### src/hdl/opdec_pkg.sv
// shared constants and types for the operand address decoder
package opdec_pkg;
    localparam logic [1:0] MOD_NO_DISP   = 2'h0;
    localparam logic [1:0] MOD_DISP8     = 2'h1;
    localparam logic [1:0] MOD_DISP16    = 2'h2;
    localparam logic [1:0] MOD_REGISTER  = 2'h3;
    localparam logic [2:0] RM_DIRECT     = 3'h6;
    localparam logic [2:0] SEG_PFX_HEAD  = 3'h1;
    localparam logic [2:0] SEG_PFX_TAIL  = 3'h6;
    localparam logic [7:0] OP_LOCK       = 8'hf0;
    localparam logic [7:0] OP_CMC        = 8'hf5;
    localparam logic [7:0] OP_HLT        = 8'hf4;
    localparam logic [6:0] OP_FLAG_HI    = 7'h7c; // f8..f9, fa..fb, fc..fd
    localparam logic [7:0] OP_IRQ_MASK_CLEAR = 8'hfa;
    localparam int         FLAG_OP_NS    = 40;
    localparam int         EA_TIME_NS    = 80;
    localparam int         CLK_PERIOD_NS = 20;
    localparam logic [3:0] FLAG_OP_CYC   = 4'((FLAG_OP_NS + CLK_PERIOD_NS - 1)
                                              / CLK_PERIOD_NS);
    localparam logic [3:0] EA_CYC        = 4'((EA_TIME_NS + CLK_PERIOD_NS - 1)
                                              / CLK_PERIOD_NS);
    localparam logic [3:0] WORD_XFER_ADD = 4'h4;
    localparam logic [1:0] SEG_EXTRA     = 2'h0;
    localparam logic [1:0] SEG_CODE      = 2'h1;
    localparam logic [1:0] SEG_STACK     = 2'h2;
    localparam logic [1:0] SEG_DATA      = 2'h3;
    typedef enum logic [2:0] {
        REG_W_ACC, REG_W_CNT, REG_W_DAT, REG_W_BASE,
        REG_W_SP, REG_W_BPTR, REG_W_SRC, REG_W_DST
    } reg_sel_t;
endpackage

### src/hdl/ea_if.sv
// interface carrying register values into the address adder
`timescale 1ns/1ps
interface ea_if;
    logic [15:0] base_reg;
    logic [15:0] base_ptr_reg;
    logic [15:0] src_index_reg;
    logic [15:0] dest_index_reg;
    logic [15:0] disp;
    logic [2:0]  locator;
    logic [15:0] sum;
    modport adder (input base_reg, base_ptr_reg, src_index_reg,
                   dest_index_reg, disp, locator, output sum);
    modport user  (output base_reg, base_ptr_reg, src_index_reg,
                   dest_index_reg, disp, locator, input sum);
endinterface

### src/hdl/ea_adder.sv
// effective address adder for the eight locator forms
`timescale 1ns/1ps
module ea_adder
    import opdec_pkg::*;
(
    ea_if.adder ea  // register values in, sum out
);
    always_comb begin
        case (ea.locator)
            3'h0: ea.sum = ea.base_reg + ea.src_index_reg + ea.disp;
            3'h1: ea.sum = ea.base_reg + ea.dest_index_reg + ea.disp;
            3'h2: ea.sum = ea.base_ptr_reg + ea.src_index_reg + ea.disp;
            3'h3: ea.sum = ea.base_ptr_reg + ea.dest_index_reg + ea.disp;
            3'h4: ea.sum = ea.src_index_reg + ea.disp;
            3'h5: ea.sum = ea.dest_index_reg + ea.disp;
            3'h6: ea.sum = ea.base_ptr_reg + ea.disp;
            default: ea.sum = ea.base_reg + ea.disp;
        endcase
    end
endmodule

### src/hdl/operand_address_decoder.sv
// operand addressing decoder: mod/locator bytes to address and segment
// Behaviour
// - kind 11 selects register, not memory
// - kind 00 no displacement; 110 direct address
// - kind 01 one byte, sign extended
// - kind 10 two bytes, high above low
// - locators 000-011 sum two registers plus displacement
// - locators 100-111 one register plus displacement
// - displacement follows second byte, before immediates
// - address computation takes four cycles
// - override prefix 001ss110 picks es/cs/ss/ds
// - register code maps word or byte registers
// - base pointer forms default to stack segment
// - string destination always extra segment
// - word memory transfer adds four cycles
// - flag control ops take two cycles
// - lock prefix recognised, two cycles
`timescale 1ns/1ps
module operand_address_decoder
    import opdec_pkg::*;
(
    input  wire logic        REF_CLK,       // processor clock
    input  wire logic        RST,           // async reset, high
    input  wire logic [7:0]  BYTE_IN,       // instruction byte
    input  wire logic        BYTE_VALID,    // byte offered
    output logic             BYTE_READY,    // byte taken this cycle
    input  wire logic        BYTE_FIRST,    // byte is opcode/prefix
    input  wire logic        HAS_MODRM,     // opcode has addressing byte
    input  wire logic        WORD_OP,       // width bit of opcode
    input  wire logic        STRING_DEST,   // string destination operand
    input  wire logic [15:0] BASE_REG,      // base register value
    input  wire logic [15:0] BASE_PTR_REG,  // base pointer value
    input  wire logic [15:0] SRC_INDEX_REG, // source index value
    input  wire logic [15:0] DEST_INDEX_REG,// dest index value
    output logic             OUT_VALID,     // decoded result ready
    input  wire logic        OUT_ACCEPT,    // execution unit takes it
    output logic [15:0]      EFFECTIVE_ADDRESS, // computed address
    output logic [1:0]       SEGMENT,       // selected segment
    output logic             IS_REGISTER,   // operand is a register
    output logic [2:0]       RM_REG,        // register operand code
    output logic [2:0]       REG_FIELD,     // middle field code
    output logic [3:0]       REG_INDEX,     // {byte high,reg} resolved
    output logic             LOCKED,        // lock prefix applies
    output logic             IS_CTRL_OP,    // processor control op
    output logic [7:0]       CYCLES         // cycles charged
);
    typedef enum {S_OP, S_MODRM, S_DLO, S_DHI, S_CALC, S_HOLD} st_t;
    st_t st, next_st;
    logic [7:0]  opc, next_opc, dlo, next_dlo, dhi, next_dhi, modrm;
    logic [7:0]  next_modrm, cyc, next_cyc;
    logic [1:0]  ovr, next_ovr;
    logic        ovr_on, next_ovr_on, lock, next_lock, wop, next_wop;
    logic        sdst, next_sdst;
    logic [3:0]  cnt, next_cnt;
    logic [15:0] ea_q, next_ea_q, disp;
    logic [1:0]  seg, next_seg;
    ea_if ea ();

    ea_adder u_adder (.ea(ea));

    always_comb begin
        case (modrm[7:6])
            MOD_DISP8:  disp = {{8{dlo[7]}}, dlo};
            MOD_DISP16: disp = {dhi, dlo};
            default:    disp = 16'h0000;
        endcase
    end
    assign ea.base_reg       = BASE_REG;
    assign ea.base_ptr_reg   = BASE_PTR_REG;
    assign ea.src_index_reg  = SRC_INDEX_REG;
    assign ea.dest_index_reg = DEST_INDEX_REG;
    assign ea.disp           = disp;
    assign ea.locator        = modrm[2:0];

    assign BYTE_READY = (st == S_OP || st == S_MODRM || st == S_DLO
                         || st == S_DHI) && BYTE_VALID;

    ////////////////////////////////////////////////////////////////////
    always_comb begin
        next_st = st;
        next_opc = opc;
        next_dlo = dlo;
        next_dhi = dhi;
        next_modrm = modrm;
        next_cyc = cyc;
        next_ovr = ovr;
        next_ovr_on = ovr_on;
        next_lock = lock;
        next_wop = wop;
        next_sdst = sdst;
        next_cnt = cnt;
        next_ea_q = ea_q;
        next_seg = seg;
        case (st)
            S_OP: begin
                if (BYTE_READY && BYTE_FIRST) begin
                    if (BYTE_IN[7:5] == SEG_PFX_HEAD
                        && BYTE_IN[2:0] == SEG_PFX_TAIL) begin
                        next_ovr = BYTE_IN[4:3];
                        next_ovr_on = 1'b1;
                    end else if (BYTE_IN == OP_LOCK) begin
                        // lock marks the next result, not its own
                        next_opc = BYTE_IN;
                        next_modrm = 8'hc0;
                        next_cyc = {4'h0, FLAG_OP_CYC};
                        next_st = S_HOLD;
                    end else begin
                        next_opc = BYTE_IN;
                        next_wop = WORD_OP;
                        next_sdst = STRING_DEST;
                        next_dlo = 8'h00;
                        next_dhi = 8'h00;
                        if (HAS_MODRM) begin
                            next_st = S_MODRM;
                        end else begin
                            next_modrm = 8'hc0;
                            next_cyc = ((BYTE_IN[7:3] == OP_FLAG_HI[6:2]
                                && BYTE_IN[2:1] != 2'h3)
                                || BYTE_IN == OP_CMC
                                || BYTE_IN == OP_HLT)
                                ? {4'h0, FLAG_OP_CYC} : 8'h00;
                            next_st = S_HOLD;
                        end
                    end
                end
            end
            S_MODRM: begin
                if (BYTE_READY) begin
                    next_modrm = BYTE_IN;
                    // displacement bytes directly after this byte
                    if (BYTE_IN[7:6] == MOD_DISP8
                        || BYTE_IN[7:6] == MOD_DISP16) begin
                        next_st = S_DLO;
                    end else if (BYTE_IN[7:6] == MOD_NO_DISP
                                 && BYTE_IN[2:0] == RM_DIRECT) begin
                        next_st = S_DLO;
                    end else begin
                        next_cnt = EA_CYC;
                        next_st = S_CALC;
                    end
                end
            end
            S_DLO: begin
                if (BYTE_READY) begin
                    next_dlo = BYTE_IN;
                    if (modrm[7:6] == MOD_DISP8) begin
                        next_cnt = EA_CYC;
                        next_st = S_CALC;
                    end else begin
                        next_st = S_DHI;
                    end
                end
            end
            S_DHI: begin
                if (BYTE_READY) begin
                    next_dhi = BYTE_IN;
                    next_cnt = EA_CYC;
                    next_st = S_CALC;
                end
            end
            S_CALC: begin
                next_cnt = cnt - 4'h1;
                if (cnt == 4'h1) begin
                    next_st = S_HOLD;
                    next_cyc = {4'h0, EA_CYC
                                + (wop && modrm[7:6] != MOD_REGISTER
                                   ? WORD_XFER_ADD : 4'h0)};
                end
            end
            S_HOLD: begin
                if (OUT_ACCEPT) begin
                    next_st = S_OP;
                    next_ovr_on = 1'b0;
                    next_lock = (opc == OP_LOCK);
                end
            end
            default: next_st = S_OP;
        endcase
        if (st == S_CALC) begin
            if (modrm[7:6] == MOD_NO_DISP && modrm[2:0] == RM_DIRECT)
                next_ea_q = {dhi, dlo};
            else
                next_ea_q = ea.sum;
            if (sdst)
                next_seg = SEG_EXTRA;
            else if (ovr_on)
                next_seg = ovr;
            else if (modrm[2:0] == 3'h2 || modrm[2:0] == 3'h3
                     || (modrm[2:0] == RM_DIRECT
                         && modrm[7:6] != MOD_NO_DISP))
                next_seg = SEG_STACK;
            else
                next_seg = SEG_DATA;
        end else if (st == S_MODRM && sdst) begin
            next_seg = SEG_EXTRA;
        end
    end

    always_ff @(posedge REF_CLK or posedge RST) begin
        if (RST) begin
            st <= S_OP;
            opc <= 8'h00;
            dlo <= 8'h00;
            dhi <= 8'h00;
            modrm <= 8'h00;
            cyc <= 8'h00;
            ovr <= 2'h0;
            ovr_on <= 1'b0;
            lock <= 1'b0;
            wop <= 1'b0;
            sdst <= 1'b0;
            cnt <= 4'h0;
            ea_q <= 16'h0000;
            seg <= SEG_DATA;
        end else begin
            st <= next_st;
            opc <= next_opc;
            dlo <= next_dlo;
            dhi <= next_dhi;
            modrm <= next_modrm;
            cyc <= next_cyc;
            ovr <= next_ovr;
            ovr_on <= next_ovr_on;
            lock <= next_lock;
            wop <= next_wop;
            sdst <= next_sdst;
            cnt <= next_cnt;
            ea_q <= next_ea_q;
            seg <= next_seg;
        end
    end

    ////////////////////////////////////////////////////////////////////
    assign OUT_VALID         = (st == S_HOLD);
    assign EFFECTIVE_ADDRESS = ea_q;
    assign SEGMENT           = seg;
    assign IS_REGISTER       = (modrm[7:6] == MOD_REGISTER);
    assign RM_REG            = modrm[2:0];
    assign REG_FIELD         = modrm[5:3];
    // word: codes 0..7 direct; byte: 0..3 low bytes, 4..7 high of 0..3
    assign REG_INDEX = wop ? {1'b0, modrm[2:0]}
                           : {modrm[2], 1'b0, modrm[1:0]};
    assign LOCKED            = lock;
    assign IS_CTRL_OP        = (cyc == {4'h0, FLAG_OP_CYC})
                               && IS_REGISTER
                               && ((opc[7:4] == 4'hf) || (opc == 8'h9b));
    assign CYCLES            = cyc;
endmodule

### config.mk
export PLATFORM = sky130hd
export DESIGN_NAME = operand_address_decoder
export DESIGN_NICKNAME = d
export VERILOG_FILES = /design/src/hdl/opdec_pkg.sv /design/src/hdl/ea_if.sv /design/src/hdl/ea_adder.sv /design/src/hdl/operand_address_decoder.sv
export SDC_FILE = /design/constraint.sdc
export NUM_CORES = 1
export LEC_CHECK = 0
export ABC_AREA = 1
export BUFFER_PORTS_ARGS = -buffer_cell sky130_fd_sc_hd__buf_2
export CAP_MARGIN = 20
export CORE_MARGIN = 2
export CORE_UTILIZATION = 60
export DETAILED_ROUTE_END_ITERATION = 7
export GPL_TIMING_DRIVEN = 0
export PLACE_DENSITY = 0.81
export SLEW_MARGIN = 0
export SYNTH_ARGS = -nofsm -noshare
export SYNTH_HDL_FRONTEND = slang
export SYNTH_SLANG_ARGS = --single-unit
### constraint.sdc
create_clock -name REF_CLK -period 6.6 [get_ports REF_CLK]
set_clock_uncertainty 0.2 [all_clocks]
set_input_delay 0.66 -clock REF_CLK [delete_from_list [all_inputs] [get_ports REF_CLK]]
set_output_delay 0.66 -clock REF_CLK [all_outputs]
set_load 0.1 [all_outputs]
* Word level (Yosys, flattened, before mapping)
Cells that the tools add are included.
Storage, ports and cells: flip-flop bits (word level) 100, latch bits 0, bits in writable memories 0, bits in read-only memories 0, memories 0
Cells by class: $add $sub $neg 14, $mul 0, div/mod/pow operators 0, order comparisons 0, equality and inequality tests 47, shift-type cells 0, mux-type cells 52, bitwise operators 2, reductions and logical operators 44
Operator list (number):
- $mux W32 | 7
- $add A16 B16 Y16 | 12
- $pmux W32 S6 | 1
- $eq A32 B3 Y1 const B | 4
- $pmux W16 S7 | 1
- $mux W8 | 13
- $eq A32 B2 Y1 const B | 3
- $eq A32 B4 Y1 const B | 2
- $logic_not A32 Y1 | 2
- $pmux W8 S2 | 4
- $eq A8 B8 Y1 const B | 5
- $eq A32 B1 Y1 const B | 1
- $pmux W16 S2 | 1
- $mux W4 | 7
- $ne A2 B2 Y1 const B | 14
- $reduce_and A5 Y1 | 4
- $mux W3 | 6
- $mux W16 | 1
- $pmux W4 S4 | 1
- $reduce_and A7 Y1 | 2
- $reduce_bool A2 Y1 | 7
- $eq A3 B3 Y1 const B | 4
- $logic_and A1 B1 Y1 | 11
- $mux W2 | 5
- other kinds (21) | 41

* Logic depth before layout (Yosys ltp)
depth after elaboration 10, depth in mapped cells 23, mapped depth without buffers 22

* Modules after synthesis
A second synthesis with hierarchy kept.
Second synthesis, totals: cells, all modules 1585, area total of the unflattened synthesis 10073.4 µm²
Modules (own cells, without submodules):
- ea_adder | instances 1, cells each 1086, area an instance 6379.9 µm², sequential area each 0.0 µm²
- operand_address_decoder | instances 1, cells each 499, area an instance 3693.5 µm², sequential area each 1654.1 µm²

* Worst setup path after synthesis
Ideal clock, no wire load.
path kind reg2out, start point register modrm[6], end point output port IS_CTRL_OP, arrival time 6043 ps, data required time 5740 ps, setup slack -303 ps, cell stages (with the launch flop) 4, path through dfrtp_1 -> ha_1 -> inv_1 -> a2111oi_0
On the way: longest elaborated chain between the ends 3
RTL lines:
- from (decl) | line operand_address_decoder.sv:49 | logic [7:0] opc, next_opc, dlo, next_dlo, dhi, next_dhi, modrm;
- from (signal assigned) | line operand_address_decoder.sv:220 | modrm <= next_modrm;
- $eq A2 B2 Y1 | line operand_address_decoder.sv:237 | assign IS_REGISTER = (modrm[7:6] == MOD_REGISTER);
- named net IS_REGISTER | line operand_address_decoder.sv:39 | output logic IS_REGISTER,
- $logic_and A1 B1 Y1 | line operand_address_decoder.sv:245 | && IS_REGISTER
- $logic_and A1 B1 Y1 | line operand_address_decoder.sv:246 | && ((opc[7:4] == 4'hf) || (opc == 8'h9b));
- to (decl) | line operand_address_decoder.sv:44 | output logic IS_CTRL_OP,
The timed path passes the listed nets, and every way through them passes these cells.

* Worst setup path in the final report
start point register modrm[6], end point register ea_q[7] (netlist: EFFECTIVE_ADDRESS[7])
On the way: longest elaborated chain between the ends 5
RTL lines:
- $eq A2 B2 Y1 / $eq A2 B1 Y1 (equally long branches) | line operand_address_decoder.sv:62 | case (modrm[7:6])
- $pmux W16 S2 | line operand_address_decoder.sv:62
- $add A16 B16 Y16 (tied with other cells) | line ea_adder.sv:17 | default: ea.sum = ea.base_reg + ea.disp;
- $pmux W16 S7 | line ea_adder.sv:9 | case (ea.locator)
- $mux W16 * | line operand_address_decoder.sv:180 | if (modrm[7:6] == MOD_NO_DISP && modrm[2:0] == RM_DIRECT)
- to (signal assigned) | line operand_address_decoder.sv:228 | ea_q <= next_ea_q;
- to (decl) | line operand_address_decoder.sv:55 | logic [15:0] ea_q, next_ea_q, disp;
Mark *: on every way between the ends. The rest lies on a longest branch, timed or not. A chain may end at the register's enable or synchronous reset.

==> results.toml <==
[run_status]
status = "finished clean"

[setup_path]
cp-end-kind = "flop"
r2r_end = "EFFECTIVE_ADDRESS[7]"
worstReg2RegStart = "modrm[6]"
crit_path_start_kind = "flop"
path_max_fanout = 9
reg2reg_depth = 19
crit_type = "flop to flop"
worstPathArrival_ps = 5130
critical_path_required_ps = 6600
r2r_slack_ps = 1470

[die]
die_area_sq_um = 17050
core_area_sq_um = 15770
die_x_microns = 130.6
ios = 121
start_util_pct = 60.96
die_h_microns = 130.6
rows = 46

[final_layout]
filler_cell_count = 1494
postLayoutCoreUtil_pct = 68.34
n_antenna_cell = 0
fin_nets = 1816
syn_to_final_growth_pct = 12.09
final_cell_area_sq_um = 10780
drive_above_1_share_pct = 11.83

[power_and_ir_drop]
powerDensity_nw_per_um2 = 390.7
p_leak_uw = 0.005900
ir_drop_mv = 0.4173

[sta]
worstMarginPinSlew_ps = 1073
slew_viol_final = 0
finalHoldViolations = 0
finalSetupViolCount = 0
slew-limit-headroom_pct = 27.94
period_minus_slack_ps = 5132
rsz0062_at_grt = "false"
fin_tns_setup_ps = 0
finalCritPeriodShare_pct = 77.76
fmax_ghz = 0.1949

[route]
drt-initial-drc-count = 1118
vias = 10500
drc_errors = 0
drt-pass1-iter-count = 6
via_per_inst = 5.790
detail-route-antenna-nets = 0
routed_wl_microns = 32170
drt-wirelength-per-cell_microns = 17.74

[synthesis]
synth.distinct_cells = 49
synth-seq-cells = 66
synth-seq-area-share_pct = 17.20
synthCells = 1461
synth_area_sq_um = 9614
synth.avg_cell_area_sq_um = 6.581
ys_warn_count = 0

[placed_design]
place_hpwl_microns = 27120
place_congestion = 0.9901
io_buffers = 115
place_area_sq_um = 10500

[clocking]
clk_pin_slew_ps = 60
htreeDepth = 3
clk_latency_ps = 330
cts_tree = "built"
post_cts_buffers = 0
clockRootBuffer = "clkbuf_16"
clock_sinks = 66
cts_buffers = 9
hold_buffers = 0
clockBufferDepth = 2
cts_resized = 0

[global_routing]
overflow = 0
grt_pass1_vias = 9540
grt_pass1_wl_microns = 49610
grt_max_degree = 35
grt_usage_pct = 38.16
grt_antenna_before_repair = 0

[min_path]
hold_path.class = "input pin to async pin"

[flow_run]
max_cap_violations = 0
## cells in the final DEF (no fill, tap or decap), types with 4 or more instances in the layout
cell type / instances
fa_1: 65
nand4_1: 31
nor2_1: 100
nor3_1: 25
a31oi_1: 4
ha_1: 79
dfrtp_1: 64
o31ai_1: 4
o21ai_1: 15
o21bai_1: 7
o21ai_0: 57
clkbuf_16: 9
o22ai_1: 4
clkbuf_1: 16
conb_1: 5
inv_2: 4
nand2_1: 473
nand3_1: 140
or2_2: 14
xor2_1: 9
a21o_1: 7
a21oi_1: 87
buf_2: 119
buf_4: 15
nand3b_1: 13
inv_1: 183
## worst max-delay path: stages, from the launching register on
cell	delay, ps
dfrtp_1	400
inv_1	120
ha_1	150
clkbuf_1	340
nor2_1	270
nor3_1	860
fa_1	580
ha_1	250
fa_1	450
nand2_1	120
nand3_1	80
nand3_1	100
nand2_1	170
or2_2	320
nand3_1	90
o21ai_0	130
nor2_1	120
nand2_1	80
nor2_1	80
o21ai_0	90
## cell type report
| cell class | instances | area, sq um | share of cell area [%] |
|---|---|---|---|
| timing repair buffer | 116 | 595.6 | 5.527 |
| multi-input combinational | 1173 | 7052 | 65.44 |
| clock buffer | 10 | 239.0 | 2.218 |
| inverter | 187 | 701.9 | 6.513 |
| tap | 216 | 270.3 | 2.508 |
| buffer | 39 | 222.7 | 2.067 |
| clock inverter | 6 | 41.29 | 0.3831 |
| sequential | 66 | 1654 | 15.35 |
## per-stage QoR
stage / setup WS [ps] / power, uW / hold slack [ps] / instances
global placement: 1632 / 3640 / 257.2 / 1796
finish: 1468 / 4210 / 264.4 / 1813
CTS: 1538 / 4152 / 275.3 / 1813
detailed placement: 1573 / 3696 / 260.4 / 1797
global route: 1162 / 4507 / 290.8 / 1813
floorplan: 1057 / 2900 / 247.8 / 1465
## per-layer routing
| layer | GRT usage [%] | routed length (microns) | vias up |
|---|---|---|---|
| li1 | - | - | 5025 |
| met1 | 53.41 | 13800 | 4806 |
| met2 | 61.46 | 14380 | 585 |
| met3 | 5.985 | 3056 | 81 |
| met4 | 11.20 | 925 | 0 |
| met5 | 0 | 0 | - |
## state kept, by name (all words and copies together), names as in the netlist
signal	flops
ovr	2
ovr_on	1
CYCLES	3
st	3
wop	1
sdst	1
dhi	8
opc	8
SEGMENT	2
LOCKED	1
modrm	8
EFFECTIVE_ADDRESS	16
dlo	8
cnt	4
## cell families after synthesis
| group | Yosys count | share of synthesized area, % |
|---|---|---|
| and+or+nand+nor | 812 | 36.53 |
| buffers and inverters | 226 | 9.617 |
| AOI/OAI and AO/OA | 198 | 11.44 |
| adders and majority gates | 144 | 23.82 |
| DFF | 66 | 17.20 |
| xor gates and xnor gates | 11 | 1.002 |
| muxes | 3 | 0.3514 |
| other | 1 | 0.03900 |
## worst max path at each step
stage             start              endpoint  slack, ps  cells past startpoint
3_5_place_dp   modrm[6]  EFFECTIVE_ADDRESS[7]       1570                     19
6_report       modrm[6]  EFFECTIVE_ADDRESS[7]       1470                     19
4_1_cts        modrm[6]  EFFECTIVE_ADDRESS[7]       1540                     19
5_1_grt        modrm[6]  EFFECTIVE_ADDRESS[7]       1160                     19
3_3_place_gp   modrm[6]  EFFECTIVE_ADDRESS[7]       1630                     19
2_1_floorplan  modrm[6]            IS_CTRL_OP       1060                      3
## cell usage after synthesis, drive strengths merged
cell	instances	area [sq um]
a31oi	4	25.02
ha	79	988.5
nor3	26	141.4
o21ai	73	369.1
conb	1	3.750
a211oi	2	15.01
a21o	7	52.55
nand4	33	219.0
o31ai	5	51.30
a41oi	1	8.760
a22oi	3	22.52
nor4	2	12.51
dfrtp	64	1602
o21bai	7	52.55
buf	23	162.7
nand3b	13	97.59
o211ai	1	7.510
mux2	3	33.78
o41ai	1	8.760
dfstp	2	52.55
clkbuf	16	60.06
fa	65	1301
nor2	106	441.7
a21oi	88	444.2
or2	14	87.58
o221ai	1	8.760
and2	3	18.77
xnor2	2	17.52
o22ai	4	25.02
nand3	141	710.7
inv	187	701.9
a2111oi	1	8.760
or4	1	7.510
nand2	473	1775
xor2	9	78.83
## power by group
part | switching (uW) | leakage [uW] | internal, uW
sequential | 104 | 0.000843 | 563
combinational | 2280 | 0.00493 | 813
clock | 184 | 0.000131 | 264
No activity file was read; power rests on OpenSTA's default activity.
